$ cat src/hdl/scp_pkg.sv
// scp_pkg: shared constants of the serial control port, slave and master ends
// assumes: both ends run on the same system clock domain family
package scp_pkg;
    localparam int NIB_W        = 4;
    localparam int BYTE_W       = 8;
    localparam int NIB_ADDR_W   = 3;
    localparam int BYTE_ADDR_W  = 4;
    localparam int NIB_COUNT    = 8;
    localparam int BYTE_COUNT   = 16;
    localparam logic [2:0] PTR_ADDR = 3'h7;
    localparam logic DIR_READ   = 1'b1;
    localparam logic DIR_WRITE  = 1'b0;
    localparam int HEAD_BITS    = 4;
    localparam int EXCH_BITS    = 8;
    localparam int FLOAT_EDGES  = 33;
    localparam int CNT_W        = 6;
    localparam int SYS_PERIOD_PS   = 4000;
    localparam int LINK_MAX_KHZ    = 4096;
    // master half period in system cycles, rounded up so the rate stays at or below the ceiling
    localparam int LINK_MIN_PERIOD_PS = (1000000000 + LINK_MAX_KHZ - 1) / LINK_MAX_KHZ;
    localparam int LINK_HALF_CYC = (LINK_MIN_PERIOD_PS + 2 * SYS_PERIOD_PS - 1) / (2 * SYS_PERIOD_PS);
    localparam logic [7:0] NIB_RESET  = 8'h00;
    localparam logic [7:0] BYTE_RESET = 8'h00;
    localparam logic [7:0] NIB_RO_MASK  = 8'h00;
    localparam logic [15:0] BYTE_RO_MASK = 16'h0000;
endpackage : scp_pkg

$ cat src/hdl/scp_if.sv
// scp_if: four-wire serial control port between master and slave
// assumes: master end resolves the serial output wire from its enable, reading a floated output as 1
`timescale 1ns/1ps
`default_nettype none
interface scp_if;
    logic port_shift_clock;
    logic port_select_n;
    logic port_serial_in;
    logic port_serial_out;
    logic port_serial_out_oe_n;
    modport slave  (input port_shift_clock, input port_select_n, input port_serial_in,
                    output port_serial_out, output port_serial_out_oe_n);
    modport master (output port_shift_clock, output port_select_n, output port_serial_in,
                    input port_serial_out, input port_serial_out_oe_n);
endinterface : scp_if
`default_nettype wire

$ cat src/hdl/scp_slave.sv
// Summary of operation
// - first bit is direction, 0 means write
// - address 7 selects pointer, byte operation
// - next four bits load byte pointer
// - byte write takes eight bits into register
// - output floats on write; read-only unchanged
// - split write: second exchange carries data
// - read data leaves on falling edges, MSB first
// - nibble read drives MSB after fourth edge
// - byte read drives MSB after eighth edge
// - read is 1; three address bits follow
// - last four bits: data or byte pointer
// - input ignored while driving or deselected
// - input sampled on shift clock rising edges
// - master keeps shift clock at most 4.096 MHz
// - clock edges ignored while deselected
// - master selects for 8 or 16 periods
// - deselect aborts and floats output at once
// - 33 high-input edges enter float test mode
// - float mode ends on deselect or low input
// - port needs only the master's clock; here the pins are oversampled on i_clk_sys
// - device is always slave of the port
// - nibble write stores four data bits
// - split read presents MSB on reselect
// scp_slave: device end, registers held in flip-flops, link pins oversampled
// assumes: i_clk_sys much faster than port shift clock; pins asynchronous
`timescale 1ns/1ps
`default_nettype none
module scp_slave (
    input  wire logic          i_clk_sys,
    input  wire logic          i_rst_n,
    input  wire logic          i_clk_en,
    scp_if.slave               port,
    input  wire logic [2:0]    i_user_nib_sel,
    input  wire logic [3:0]    i_user_byte_sel,
    output logic      [3:0]    o_user_nib,
    output logic      [7:0]    o_user_byte,
    output logic               o_output_float_test_mode
);
    typedef enum logic [1:0] {
        SCP_IDLE  = 2'b00,
        SCP_SHIFT = 2'b01,
        SCP_HOLD  = 2'b11
    } scp_state_t;

    localparam logic [7:0]  NIB_RO  = scp_pkg::NIB_RO_MASK;
    localparam logic [15:0] BYTE_RO = scp_pkg::BYTE_RO_MASK;

    // two-stage synchronisers for the three pins
    logic [2:0] sync1_ff, sync2_ff, nxt_sync1, nxt_sync2;
    logic       clk_d_ff, nxt_clk_d;
    logic       sclk_s, sel_n_s, sin_s, rise, fall;

    scp_state_t  state_ff, nxt_state;
    logic [4:0]  bitcnt_ff, nxt_bitcnt;
    logic [7:0]  sh_ff, nxt_sh;
    logic [2:0]  naddr_ff, nxt_naddr;
    logic        dir_ff, nxt_dir;
    logic        pend_ff, nxt_pend;
    logic [3:0]  byte_pointer_nibble_ff, nxt_ptr;
    logic [3:0]  nib_ff [scp_pkg::NIB_COUNT];
    logic [3:0]  nxt_nib [scp_pkg::NIB_COUNT];
    logic [7:0]  byte_ff [scp_pkg::BYTE_COUNT];
    logic [7:0]  nxt_byte [scp_pkg::BYTE_COUNT];
    logic [7:0]  tx_ff, nxt_tx;
    logic [3:0]  txleft_ff, nxt_txleft;
    logic        out_ff, nxt_out, oe_n_ff, nxt_oe_n;
    logic [5:0]  hicnt_ff, nxt_hicnt;
    logic        float_ff, nxt_float;
    logic [3:0]  unib_ff, nxt_unib;
    logic [7:0]  ubyte_ff, nxt_ubyte;

    assign sclk_s  = sync2_ff[0];
    assign sel_n_s = sync2_ff[1];
    assign sin_s   = sync2_ff[2];
    assign rise    = sclk_s & ~clk_d_ff;
    assign fall    = ~sclk_s & clk_d_ff;

    always_comb begin
        nxt_sync1 = {port.port_serial_in, port.port_select_n, port.port_shift_clock};
        nxt_sync2 = sync1_ff;
        nxt_clk_d = sclk_s;
        nxt_state = state_ff;
        nxt_bitcnt = bitcnt_ff;
        nxt_sh = sh_ff;
        nxt_naddr = naddr_ff;
        nxt_dir = dir_ff;
        nxt_pend = pend_ff;
        nxt_ptr = byte_pointer_nibble_ff;
        nxt_nib = nib_ff;
        nxt_byte = byte_ff;
        nxt_tx = tx_ff;
        nxt_txleft = txleft_ff;
        nxt_out = out_ff;
        nxt_oe_n = oe_n_ff;
        nxt_hicnt = hicnt_ff;
        nxt_float = float_ff;
        nxt_unib = nib_ff[i_user_nib_sel];
        nxt_ubyte = byte_ff[i_user_byte_sel];
        if (sel_n_s) begin
            // deselect aborts and floats the output; pointer and direction survive  
            nxt_oe_n = 1'b1;
            nxt_txleft = '0;
            nxt_float = 1'b0;
            nxt_hicnt = '0;
            nxt_bitcnt = '0;
            nxt_state = pend_ff ? SCP_HOLD : SCP_IDLE;
        end else begin
            if (state_ff == SCP_HOLD && pend_ff && dir_ff == scp_pkg::DIR_READ
                    && bitcnt_ff == '0 && txleft_ff == '0) begin
                // second half of split read: MSB appears on reselect
                nxt_tx = byte_ff[byte_pointer_nibble_ff] << 1;
                nxt_out = byte_ff[byte_pointer_nibble_ff][scp_pkg::BYTE_W-1];
                nxt_oe_n = 1'b0;
                nxt_txleft = 4'(scp_pkg::BYTE_W - 1);
                nxt_pend = 1'b0;
                nxt_state = SCP_SHIFT;
            end
            if (!sin_s) begin
                nxt_float = 1'b0;
                nxt_hicnt = '0;
            end else if (rise) begin
                if (hicnt_ff < 6'(scp_pkg::FLOAT_EDGES))
                    nxt_hicnt = hicnt_ff + 6'h01;
                if (hicnt_ff == 6'(scp_pkg::FLOAT_EDGES - 1))
                    nxt_float = 1'b1;
            end
            if (fall && txleft_ff != '0) begin
                nxt_out = tx_ff[scp_pkg::BYTE_W-1];
                nxt_tx = tx_ff << 1;
                nxt_txleft = txleft_ff - 4'h1;
            end else if (fall && state_ff == SCP_SHIFT && dir_ff == scp_pkg::DIR_READ
                    && oe_n_ff && bitcnt_ff == 5'(scp_pkg::HEAD_BITS)
                    && naddr_ff != scp_pkg::PTR_ADDR) begin
                nxt_out = nib_ff[naddr_ff][scp_pkg::NIB_W-1];
                nxt_tx = {nib_ff[naddr_ff] << 1, 4'h0};
                nxt_oe_n = 1'b0;
                nxt_txleft = 4'(scp_pkg::NIB_W - 1);
            end else if (fall && state_ff == SCP_SHIFT && pend_ff && dir_ff == scp_pkg::DIR_READ
                    && bitcnt_ff == 5'(scp_pkg::EXCH_BITS)) begin
                nxt_out = byte_ff[byte_pointer_nibble_ff][scp_pkg::BYTE_W-1];
                nxt_tx = byte_ff[byte_pointer_nibble_ff] << 1;
                nxt_oe_n = 1'b0;
                nxt_txleft = 4'(scp_pkg::BYTE_W - 1);
                nxt_pend = 1'b0;
            end
            // input is only taken while not driving and selected
            if (rise && oe_n_ff && !(state_ff == SCP_HOLD && dir_ff == scp_pkg::DIR_READ)) begin
                nxt_sh = {sh_ff[6:0], sin_s};
                nxt_bitcnt = bitcnt_ff + 5'h01;
                if (state_ff == SCP_IDLE)
                    nxt_state = SCP_SHIFT;
                if (state_ff == SCP_HOLD) begin
                    // split write: all eight bits are data
                    if (bitcnt_ff == 5'(scp_pkg::EXCH_BITS - 1)) begin
                        if (!BYTE_RO[byte_pointer_nibble_ff])
                            nxt_byte[byte_pointer_nibble_ff] = {sh_ff[6:0], sin_s};
                        nxt_pend = 1'b0;
                        nxt_state = SCP_IDLE;
                    end
                end else if (pend_ff && bitcnt_ff >= 5'(scp_pkg::EXCH_BITS)) begin
                    if (bitcnt_ff == 5'(2 * scp_pkg::EXCH_BITS - 1)) begin
                        if (!BYTE_RO[byte_pointer_nibble_ff])
                            nxt_byte[byte_pointer_nibble_ff] = {sh_ff[6:0], sin_s};
                        nxt_pend = 1'b0;
                    end
                end else if (bitcnt_ff == '0) begin
                    nxt_dir = sin_s;
                    nxt_pend = 1'b0;
                end else if (bitcnt_ff == 5'(scp_pkg::HEAD_BITS - 1)) begin
                    nxt_naddr = {sh_ff[1:0], sin_s};
                end else if (bitcnt_ff == 5'(scp_pkg::EXCH_BITS - 1)
                        && !(dir_ff == scp_pkg::DIR_READ && naddr_ff != scp_pkg::PTR_ADDR)) begin
                    if (naddr_ff == scp_pkg::PTR_ADDR) begin
                        nxt_ptr = {sh_ff[2:0], sin_s};
                        nxt_pend = 1'b1;
                    end else if (!NIB_RO[naddr_ff]) begin
                        nxt_nib[naddr_ff] = {sh_ff[2:0], sin_s};
                    end
                end
            end
        end
    end

    always_ff @(posedge i_clk_sys or negedge i_rst_n) begin
        if (!i_rst_n) begin
            sync1_ff <= 3'h2;
            sync2_ff <= 3'h2;
            clk_d_ff <= 1'b0;
            state_ff <= SCP_IDLE;
            bitcnt_ff <= '0;
            sh_ff <= '0;
            naddr_ff <= '0;
            dir_ff <= 1'b0;
            pend_ff <= 1'b0;
            byte_pointer_nibble_ff <= '0;
            for (int i = 0; i < scp_pkg::NIB_COUNT; i++)
                nib_ff[i] <= scp_pkg::NIB_RESET[3:0];
            for (int i = 0; i < scp_pkg::BYTE_COUNT; i++)
                byte_ff[i] <= scp_pkg::BYTE_RESET;
            tx_ff <= '0;
            txleft_ff <= '0;
            out_ff <= 1'b0;
            oe_n_ff <= 1'b1;
            hicnt_ff <= '0;
            float_ff <= 1'b0;
            unib_ff <= '0;
            ubyte_ff <= '0;
        end else if (i_clk_en) begin
            sync1_ff <= nxt_sync1;
            sync2_ff <= nxt_sync2;
            clk_d_ff <= nxt_clk_d;
            state_ff <= nxt_state;
            bitcnt_ff <= nxt_bitcnt;
            sh_ff <= nxt_sh;
            naddr_ff <= nxt_naddr;
            dir_ff <= nxt_dir;
            pend_ff <= nxt_pend;
            byte_pointer_nibble_ff <= nxt_ptr;
            nib_ff <= nxt_nib;
            byte_ff <= nxt_byte;
            tx_ff <= nxt_tx;
            txleft_ff <= nxt_txleft;
            out_ff <= nxt_out;
            oe_n_ff <= nxt_oe_n | nxt_float;
            hicnt_ff <= nxt_hicnt;
            float_ff <= nxt_float;
            unib_ff <= nxt_unib;
            ubyte_ff <= nxt_ubyte;
        end
    end

    // the port logic runs from shift clock edges found in the oversampled pin and from the synchronised select and input levels
    assign port.port_serial_out      = out_ff;
    assign port.port_serial_out_oe_n = oe_n_ff;
    assign o_user_nib                = unib_ff;
    assign o_user_byte               = ubyte_ff;
    assign o_output_float_test_mode  = float_ff;
endmodule : scp_slave
`default_nettype wire

$ cat src/flat_wrapper.sv
// flat-port wrapper written by rule: the top's interface ports become plain ports
module scp_slave_flat 
  (i_clk_sys, i_rst_n, i_clk_en, i_user_nib_sel, i_user_byte_sel, o_user_nib, o_user_byte, o_output_float_test_mode, port_port_shift_clock, port_port_select_n, port_port_serial_in, port_port_serial_out, port_port_serial_out_oe_n);
  scp_if port_i ();
  input  wire logic i_clk_sys;
  input  wire logic i_rst_n;
  input  wire logic i_clk_en;
  input  wire logic [2:0] i_user_nib_sel;
  input  wire logic [3:0] i_user_byte_sel;
  output logic      [3:0] o_user_nib;
  output logic      [7:0] o_user_byte;
  output logic o_output_float_test_mode;
  input wire logic [$bits(port_i.port_shift_clock)-1:0] port_port_shift_clock;
  input wire logic [$bits(port_i.port_select_n)-1:0] port_port_select_n;
  input wire logic [$bits(port_i.port_serial_in)-1:0] port_port_serial_in;
  output wire logic [$bits(port_i.port_serial_out)-1:0] port_port_serial_out;
  output wire logic [$bits(port_i.port_serial_out_oe_n)-1:0] port_port_serial_out_oe_n;
  assign port_i.port_shift_clock = port_port_shift_clock;
  assign port_i.port_select_n = port_port_select_n;
  assign port_i.port_serial_in = port_port_serial_in;
  assign port_port_serial_out = port_i.port_serial_out;
  assign port_port_serial_out_oe_n = port_i.port_serial_out_oe_n;
  scp_slave u_core (.i_clk_sys(i_clk_sys), .i_rst_n(i_rst_n), .i_clk_en(i_clk_en), .port(port_i), .i_user_nib_sel(i_user_nib_sel), .i_user_byte_sel(i_user_byte_sel), .o_user_nib(o_user_nib), .o_user_byte(o_user_byte), .o_output_float_test_mode(o_output_float_test_mode));
endmodule
$ cat config.mk
export PLATFORM = sky130hd
export DESIGN_NAME = scp_slave_flat
export DESIGN_NICKNAME = d
export VERILOG_FILES = /design/src/hdl/scp_pkg.sv /design/src/hdl/scp_if.sv /design/src/hdl/scp_slave.sv /design/src/flat_wrapper.sv
export SDC_FILE = /design/constraint.sdc
export NUM_CORES = 1
export LEC_CHECK = 0
export ABC_AREA = 1
export BUFFER_PORTS_ARGS = -buffer_cell sky130_fd_sc_hd__buf_2
export CAP_MARGIN = 10
export CORE_ASPECT_RATIO = 1.25
export CORE_MARGIN = 8
export CORE_UTILIZATION = 63
export DETAILED_ROUTE_END_ITERATION = 8
export PLACE_DENSITY = 0.8
export SLEW_MARGIN = 20
export SYNTH_ARGS = -nofsm -noshare
export SYNTH_HDL_FRONTEND = slang
export SYNTH_SLANG_ARGS = --single-unit
$ cat constraint.sdc
create_clock -name i_clk_sys -period 2.5 [get_ports i_clk_sys]
set_input_delay 0.5 -clock i_clk_sys [delete_from_list [all_inputs] [get_ports i_clk_sys]]
set_output_delay 0.5 -clock i_clk_sys [all_outputs]
set_load 0.05 [all_outputs]
# --- Word level (Yosys, flattened, before mapping) ---
# Memory sizes are Yosys's and may differ from the RTL's.
# Cells that the tools add are included.
word_totals:
  reg_bits: 223
  mem_bits_ro: 24
  out_inout_bits: 15
  n_memories: 2
classes:
  addsub: 3
  magnitude_cmp: 10
  n_eq_ne: 13
  muxes: 73
  bitwise_logic: 16
  n_reduce_logical: 43
memory_table:
  columns: ["name", "depth", "word_bits", "read_ports", "rd_clocked_by_memory_dff", "wr", "line_no", "source"]
  rows:
  - ["(no name shown)", 16, 1, 1, 0, 0, "scp_slave.sv:156", "if (!BYTE_RO[byte_pointer_nibble_ff])"]
  - ["(no name shown)", 8, 1, 1, 0, 0, "scp_slave.sv:177", "end else if (!NIB_RO[naddr_ff]) begin"]
ops:
  columns: ["operator", "n"]
  rows:
  - ["two-way mux 128 bit", 5]
  - ["bitwise mux 128 bit", 1]
  - ["two-way mux 8 bit", 9]
  - ["binary-select mux 8 bit (select 4 bit)", 2]
  - ["two-way mux 4 bit", 10]
  - ["bitwise mux 32 bit", 1]
  - ["demux 8 bit (select 4 bit)", 1]
  - ["two-way mux 1 bit", 28]
  - ["binary-select mux 4 bit (select 3 bit)", 2]
  - ["two-way mux 6 bit", 4]
  - ["logical AND 1 bit", 21]
  - ["two-way mux 2 bit", 7]
  - ["demux 4 bit (select 3 bit)", 1]
  - ["AND reduction 6 bit", 2]
  - ["== test 5 x 3 -> 1 bit, second input constant", 2]
  - ["== test 5 x 4 -> 1 bit, second input constant", 2]
  - [">= comparator 5 bit, second input constant", 2]
  - ["two-way mux 5 bit", 2]
  - ["inverter 4 -> 5 bit", 2]
  - ["AND reduction 10 bit", 1]
  - ["inequality test 3 bit, second input constant", 3]
  - ["inverter 1 bit", 9]
  - ["AND reduction 3 bit", 3]
  - ["AND reduction 9 bit", 1]
  - ["28 further kinds", 37]

# --- Longest topological paths before layout ---
# Gate-level depths: netlist of the first run.
logic_depth:
  word_depth: 16
  ltp_mapped: 14

# --- Worst setup path before layout of the first run ---
# OpenSTA, ideal clock, no wires.
synth_timing:
  path_kind: "register to register"
  startpoint: "register u_core.bitcnt_ff[0]"
  endpoint: "register u_core.byte_ff[8] (netlist bit)"
  setup_time_ns: 0.133
  arrival_time_ns: 1.760
  setup_slack_ns: 0.606
  path_stages_with_launch: 14
  n_path_buf: 2
  cell_sequence: "dfrtp_1 > ha_1 > nand2_1 > nor2_1 > ha_1 > o21ai_0 > nor2_2 > nand2_4 > inv_4 > buf_12 > nand3_4 > buf_6 > nand2_1 > o21ai_2"
synth_between:
  elab_chain_len: 4
  word_cells_on_any_way: 8
  classes_between: "1 x order compare; 3 x eq/ne; 4 x reduce/logical"
synth_lines:
  columns: ["item", "line_no", "source"]
  rows:
  - ["start: declaration", "scp_slave.sv:55", "logic [4:0] bitcnt_ff, nxt_bitcnt;"]
  - ["start signal: assignment", "scp_slave.sv:214", "bitcnt_ff <= nxt_bitcnt;"]
  - [">= comparator 5 x 4 -> 1 bit", "scp_slave.sv:161", "end else if (pend_ff && bitcnt_ff >= 5'(scp_pkg::EXCH_BITS)) begin"]
  - ["logical AND 1 bit", "scp_slave.sv:161", null]
  - ["nonzero test 2 bit (no source line)", null, null]
  - ["AND reduction 6 bit (no source line) *", null, null]
  - ["end signal: indexed assignment", "scp_slave.sv:200", "byte_ff[i] <= scp_pkg::BYTE_RESET;"]
  - ["end signal: assignment", "scp_slave.sv:221", "byte_ff <= nxt_byte;"]
  - ["end: declaration", "scp_slave.sv:63", "logic [7:0] byte_ff [scp_pkg::BYTE_COUNT];"]
# Mark *: on every way between the ends. The rest lies on a longest branch, timed or not.
# A chain may end at the register's enable or synchronous reset.

# --- Worst setup path after layout of the first run ---
layout_timing:
  startpoint: "register u_core.bitcnt_ff[0]"
  endpoint: "register u_core.byte_ff[12] (netlist bit)"
# The elaborated chain is that of the path after synthesis.

==> results of run 1 <==
registers in the layout (all words and copies together), names as in the netlist:
name / count
u_core.byte_ff: 128
u_core.nib_ff: 32
u_core.o_user_byte: 8
u_core.sh_ff: 7
u_core.tx_ff: 7
u_core.hicnt_ff: 6
u_core.bitcnt_ff: 5
u_core.byte_pointer_nibble_ff: 4
u_core.o_user_nib: 4
u_core.txleft_ff: 4
u_core.naddr_ff: 3
u_core.nxt_sync2: 3
u_core.sync2_ff: 3
u_core.state_ff: 2
u_core.clk_d_ff: 1
u_core.dir_ff: 1
u_core.o_output_float_test_mode: 1
u_core.pend_ff: 1
u_core.port.port_serial_out: 1
u_core.port.port_serial_out_oe_n: 1
worst reg2reg max path, stage by stage, from the launching register on:
cell and delay (ps):
dfrtp_1 370, ha_1 250, nand2_1 80, nor2_1 130
ha_1 180, o21ai_0 110, nor2_2 140, nand2_4 90
inv_4 250, nand3_4 300, nand2_1 170, o21ai_2 60
cell usage in the layout, fill, tap and decap left out, types with 10 or more instances in the layout:
cell type and n:
o21bai_1 25, nor3_1 10, inv_1 83, o22ai_1 11, nand3_1 44, clkbuf_16 23, o21ai_1 80, a21oi_1 39
o21ai_0 149, buf_2 26, dfrtp_1 219, buf_4 35, nand3_4 11, o21ai_2 39, nor2_1 170, nand2_1 542
o221ai_1 25
through the flow:
step / instance area (µm²) / setup slack, ps / util (%)
final: 13200 / 244 / 69.0
after global routing: 13200 / 48.5 / 69.0
after CTS: 13200 / 231 / 68.9
after detailed placement: 12500 / 238 / 65.0
after global placement: 12500 / 334 / 65.0
after floorplan: 12200 / 606 / -
cells by family after synthesis:
family | count (synthesis) | share of synthesized area [%]
fa+ha+maj | 8 | 0.822
simple gates | 803 | 27.3
buf+inv | 187 | 7.20
xor+xnor | 3 | 0.216
compound gates | 385 | 18.8
flops | 222 | 45.7
final cells by class:
cell class                      count  area (µm²)  area share [%]
Sequential cell                   222        5560            42.0
Multi-Input combinational cell   1199        5750            43.4
Clock buffer                       33         683            5.16
Clock inverter                      6        57.6           0.435
Tap cell                          236         295            2.23
Inverter                           94         357            2.69
Timing Repair Buffer               69         538            4.07
final timing paths:
path,startpoint,to,slack [ps],cells past startpoint
max,u_core.bitcnt_ff[0],u_core.byte_ff[12],240,11
min,port_port_select_n,u_core.nxt_sync2[1],180,3
max reg2reg,u_core.bitcnt_ff[0],u_core.byte_ff[12],240,11
min reg2reg,u_core.nib_ff[2],u_core.nib_ff[2],380,0
max in group asynchronous,i_rst_n,u_core.sync2_ff[1],1230,3
min in group asynchronous,i_rst_n,u_core.nib_ff[9],550,2
where the power goes:
part           switching (mW)  internal [mW]  leakage (nW)  total [mW]
clock                    1.42           1.99         0.367        3.41
sequential              0.111           3.77          3.05        3.88
combinational            1.12          0.351          2.81        1.48
metal layers:
layer / up-vias / global-route usage [%]
li1: 5267 / -
met1: 5243 / 34.3
met2: 528 / 48.1
met3: 107 / 3.80
met4: 0 / 12.9
met5: - / 0
what timing repair did:
action / CTS / global route
endpoints found under the hold margin: 68 / 0
endpoints found under the setup margin: 0 / 1
hold buffers: 1 / 0
gates resized for setup: 0 / 1
==> run metrics, run 1 <==
status=completed; first-pass GRT wire length=54.2 mm; peak supply drop=around 0.57 mV; core area=around 19,000 µm²; Synth top area share=a little under half; Ys Warns=0; WL/cell=around 18 µm; post-CTS setup buffer count=0; sequential-to-total area share from yosys stat=45.7%; Fmax=0.443 GHz; Netlist cell types=44; full die area=~24,000 µm²; # rows=57; Final period util=about nine tenths; uppermost layer routed=met4; Final TNS setup=0 ps; 1st-iter DRT viols=between 900 and 1,000; met1 wire length=roughly 13 mm; Post-Syn Instances=approximately 1,600; Sink Count=about 220; RSZ-0062 raised after global routing=no; Chip Width=140 µm; Initial Util=roughly 63%; # DRC=0; antenna cells=0; Critical Path Max Stage Delay=370 ps; Routed WL=around 33 mm; top cells by count, synth=nand2_1, dfrtp_1, nor2_1; startpoint type of the worst setup path=flop; total CTS buffers=23; Hold Path Class=input pin to flop; leakage=around 6.2 nW; max-slew violations=0; CP cell instances=ha_1 > nand2_1 > nor2_1 > ha_1 > o21ai_0 > nor2_2 > nand2_4 > inv_4 > nand3_4 > nand2_1 > o21ai_2; layout cells sized above 1=11.2%; Post-Syn Nets=roughly 1,600; Final setup viols=0; met3 routed WL=~2.5 mm; headroom to the max-slew limit=between 40% and 50%; HPWL after DPL=21.9 mm; async set or reset register ratio after synthesis=100%; maximum fanout along the worst path=16; DIE HEIGHT=roughly 170 µm; EDFF count, synth=0; dpl cells=roughly 1,800; pwr dens=662 nW/µm²; main flop type after synthesis=dfrtp_1; GRT Residual Overflow=0; Fin. Hold Viols=0; final hold slack=178 ps; gpl congestion=around 0.94; Port Buffers=27; Seq cells post-synth=roughly 220; CTS max path bufs=3; post-synth top area cell=dfrtp_1; routed vias/inst=6.00; largest net degree at the start of global routing=73; worst slew pin tran=roughly 860 ps; DR WL met2=approximately 16 mm; drt first pass iters=5; area grow syn2layout=8.72%; Crit path required time=about 2900 ps; Max H-tree Level=1; Clk Latency, worst-skew pair=between 500 and 600 ps; vias=11,100; most common cell in the netlist=nand2_1; gr usage total=between 20% and 30%; root buf cell=clkbuf_16; max-cap viol count=0; initial antenna violation count=0; type of the worst setup path=flop to flop; vias in the first global route=10,700; leading post-synthesis cells by cell area=dfrtp_1, nand2_1, o21ai_0; slowest library cell on the worst path=dfrtp_1; Fill cells=roughly 1,600; Finished Layout Cells=about 1,900; synthesized area=12,200 µm²; CTS tree=done; WP buf/inv=1; DRT antenna net count=0; NumNets Final=1,630; Clock transition at path regs=approximately 60 ps; arrival time at the worst endpoint=between 2000 and 3000 ps; Tot Pwr=just under 9 mW; Worst Setup End Kind=flop; io pins=28; post-layout min period=roughly 2300 ps; CP delay by family, top=simple AND/OR/NAND/NOR gates; clk_skew=~6.7 ps; syn_area_per_cell=about 7.6 µm²
Note: power is estimated with default switching activity, not from simulation.
==> inputs of run 2 (changes only) <==
- CORE_MARGIN: 8 -> 5
==> run 2 against run 1 <==
First-iteration DRC count rose by 19%. Largest power group unchanged. Clock-buffer cell count rose by 6. Sequential share of layout area barely moved. Worst setup slack got worse by 37 ps. Critical endpoint is now u_core.byte_ff[125]. Largest cell class unchanged.
==> run metrics, run 2 (synthesis results as in run 1) <==
Sink Count=222 (unchanged); first-pass GRT wire length=54.3 mm (+0.17%); dpl cells=1,814 (-0.27%); CP cell instances=ha_1 > nand2_1 > nor2_1 > ha_1 > o21ai_0 > nor2_2 > nand2_4 > inv_4 > nand3_2 > nand2_1 > o21ai_1; area grow syn2layout=8.73% (about the same); Port Buffers=27 (unchanged); startpoint type of the worst setup path=flop; Fin. Hold Viols=0 (unchanged); Initial Util=64.4% (+0.89 points); commonest non-fill, non-tap cell in the layout=nand2_1; initial antenna violation count=1 (+1); clk_skew=10.0 ps (+3.34 ps); largest net degree at the start of global routing=72 (-1.4%); arrival time at the worst endpoint=2660 ps (+30 ps); HPWL after DPL=21.7 mm (-1.1%); post-layout min period=2290 ps (+37.2 ps); Final Util=70.0% (+0.98 points); peak supply drop=0.553 mV (-2.3%); Storage cell area=5560 µm² (unchanged); antenna cells=0 (unchanged); max-cap viol count=0 (unchanged); NumNets Final=1,630 (unchanged); CTS tree=done; headroom to the max-slew limit=48.3% (+5.4 points); type of the worst setup path=flop to flop; Critical Path Max Stage Delay=380 ps (about the same); Clock transition at path regs=60 ps (about the same); hold depth=3 (unchanged); DIE HEIGHT=165 µm (-3.5%); slowest library cell on the worst path=dfrtp_1; Worst Setup End Kind=flop; Worst Hold Endpoint=u_core.nxt_sync2[1]; design area=13,200 µm² (about the same); 1st-iter DRT viols=1,133 (+19%); gpl congestion=0.932 (-0.92%); status=completed; # DRC=0 (unchanged); Clk Latency, worst-skew pair=520 ps (about the same); Multi-input gate area=5740 µm² (-0.13%); leakage=6.24 nW (about the same); worst slew pin tran=775 ps (-80.9 ps); Routed WL=33.0 mm (-0.29%); drt first pass iters=6 (+1); WL/cell=17.8 µm (-0.13%); core area=18,900 µm² (-1.4%); Hold Path Class=input pin to flop; max-slew violations=0 (unchanged); gr usage total=30.4% (+2.5 points); vias=11,100 (-0.60%); R2R setup slack=210 ps (-40 ps); Crit path required time=2870 ps (about the same); Final period util=91.7% (+1.5 points); largest reg by FF count=u_core.byte_ff; RSZ-0062 raised after global routing=no; Max H-tree Level=1 (unchanged); Fill cells=1,517 (-5.2%); setup slack after placement=230 ps (-7.84 ps); # rows=56 (-1.8%); R2R depth=11 (unchanged); most frequent cells in the layout=nand2_1, dfrtp_1, nor2_1; max reg flops=128 (unchanged); Setup WS post-layout=206 ps (-37.2 ps); Fmax=0.436 GHz (-1.6%); io pins=28 (unchanged); final hold slack=180 ps (+1.68 ps); Final setup viols=0 (unchanged); CTS max path bufs=3 (unchanged); layout cells sized above 1=11.0% (-0.19 points); maximum fanout along the worst path=16 (unchanged); DRT antenna net count=0 (unchanged); GRT Residual Overflow=0 (unchanged); Min-Delay Startpoint=port_port_select_n; vias in the first global route=10,700 (-0.13%); worst r2r src=u_core.bitcnt_ff[0]; placed inst area=12,500 µm² (-0.10%); routed vias/inst=5.97 (-0.44%); Final TNS setup=0 ps (unchanged); total CTS buffers=24 (+4.3%); pwr dens=664 nW/µm² (+0.37%); Tot Pwr=8.79 mW (+0.38%); post_cts resized=0 (unchanged); reg2reg end=u_core.byte_ff[125]; Finished Layout Cells=1,856 (-0.16%); root buf cell=clkbuf_16; full die area=22,200 µm² (-7.6%); Chip Width=134 µm (-4.3%)
==> run 2: timing repair <==
action / in CTS / in global routing
setup buffers: 0 / 0
hold endpoints to repair: 39 / 0
hold buffers: 1 / 0
==> run 2: cell type report <==
| cell class | instances | share of cell area [%] |
|---|---|---|
| inverters | 94 | 2.69 |
| clock inverters | 2 | 0.104 |
| well taps | 232 | 2.19 |
| multi-input cells | 1199 | 43.4 |
| flip-flops and latches | 222 | 42.0 |
| clock buffers | 39 | 5.65 |
| repair buffers | 68 | 4.01 |
==> run 2: critical path, delay by kind of cell (launching register included) <==
family / cells / cell delay, ps
AND/OR/NAND/NOR: 6 / 900
flip-flops: 1 / 380
AO/OA/AOI/OAI: 2 / 190
adder cells (fa/ha/maj): 2 / 440
buffers and inverters: 1 / 220
==> run 2: metal layers <==
| layer | vias up | global-route usage [%] | part of all wire (%) |
|---|---|---|---|
| met5 | - | 0 | 0 |
| met4 | 0 | 14.5 | 4.6 |
| met3 | 113 | 4.21 | 7.7 |
| met2 | 523 | 51.6 | 48 |
| met1 | 5180 | 38.5 | 39 |
| li1 | 5262 | - | - |
==> run 2: where the power goes <==
part / switching [mW] / internal [mW] / leakage [nW]
Sequential: 0.107 / 3.77 / 3.05
Clock: 1.42 / 2.03 / 0.375
Combinational: 1.12 / 0.346 / 2.81
Total: 2.65 / 6.15 / 6.24
==> run 2: worst max-delay path by stage <==
stage,slack [ps],depth (start not counted),endpoint,startpoint
floorplan,610,13,u_core.byte_ff[8],u_core.bitcnt_ff[0]
global placement,320,12,u_core.byte_ff[47],u_core.bitcnt_ff[0]
detailed placement,230,12,u_core.byte_ff[61],u_core.bitcnt_ff[0]
CTS,230,12,u_core.byte_ff[41],u_core.bitcnt_ff[0]
global route,50,11,u_core.byte_ff[126],u_core.bitcnt_ff[0]
finish,210,11,u_core.byte_ff[125],u_core.bitcnt_ff[0]
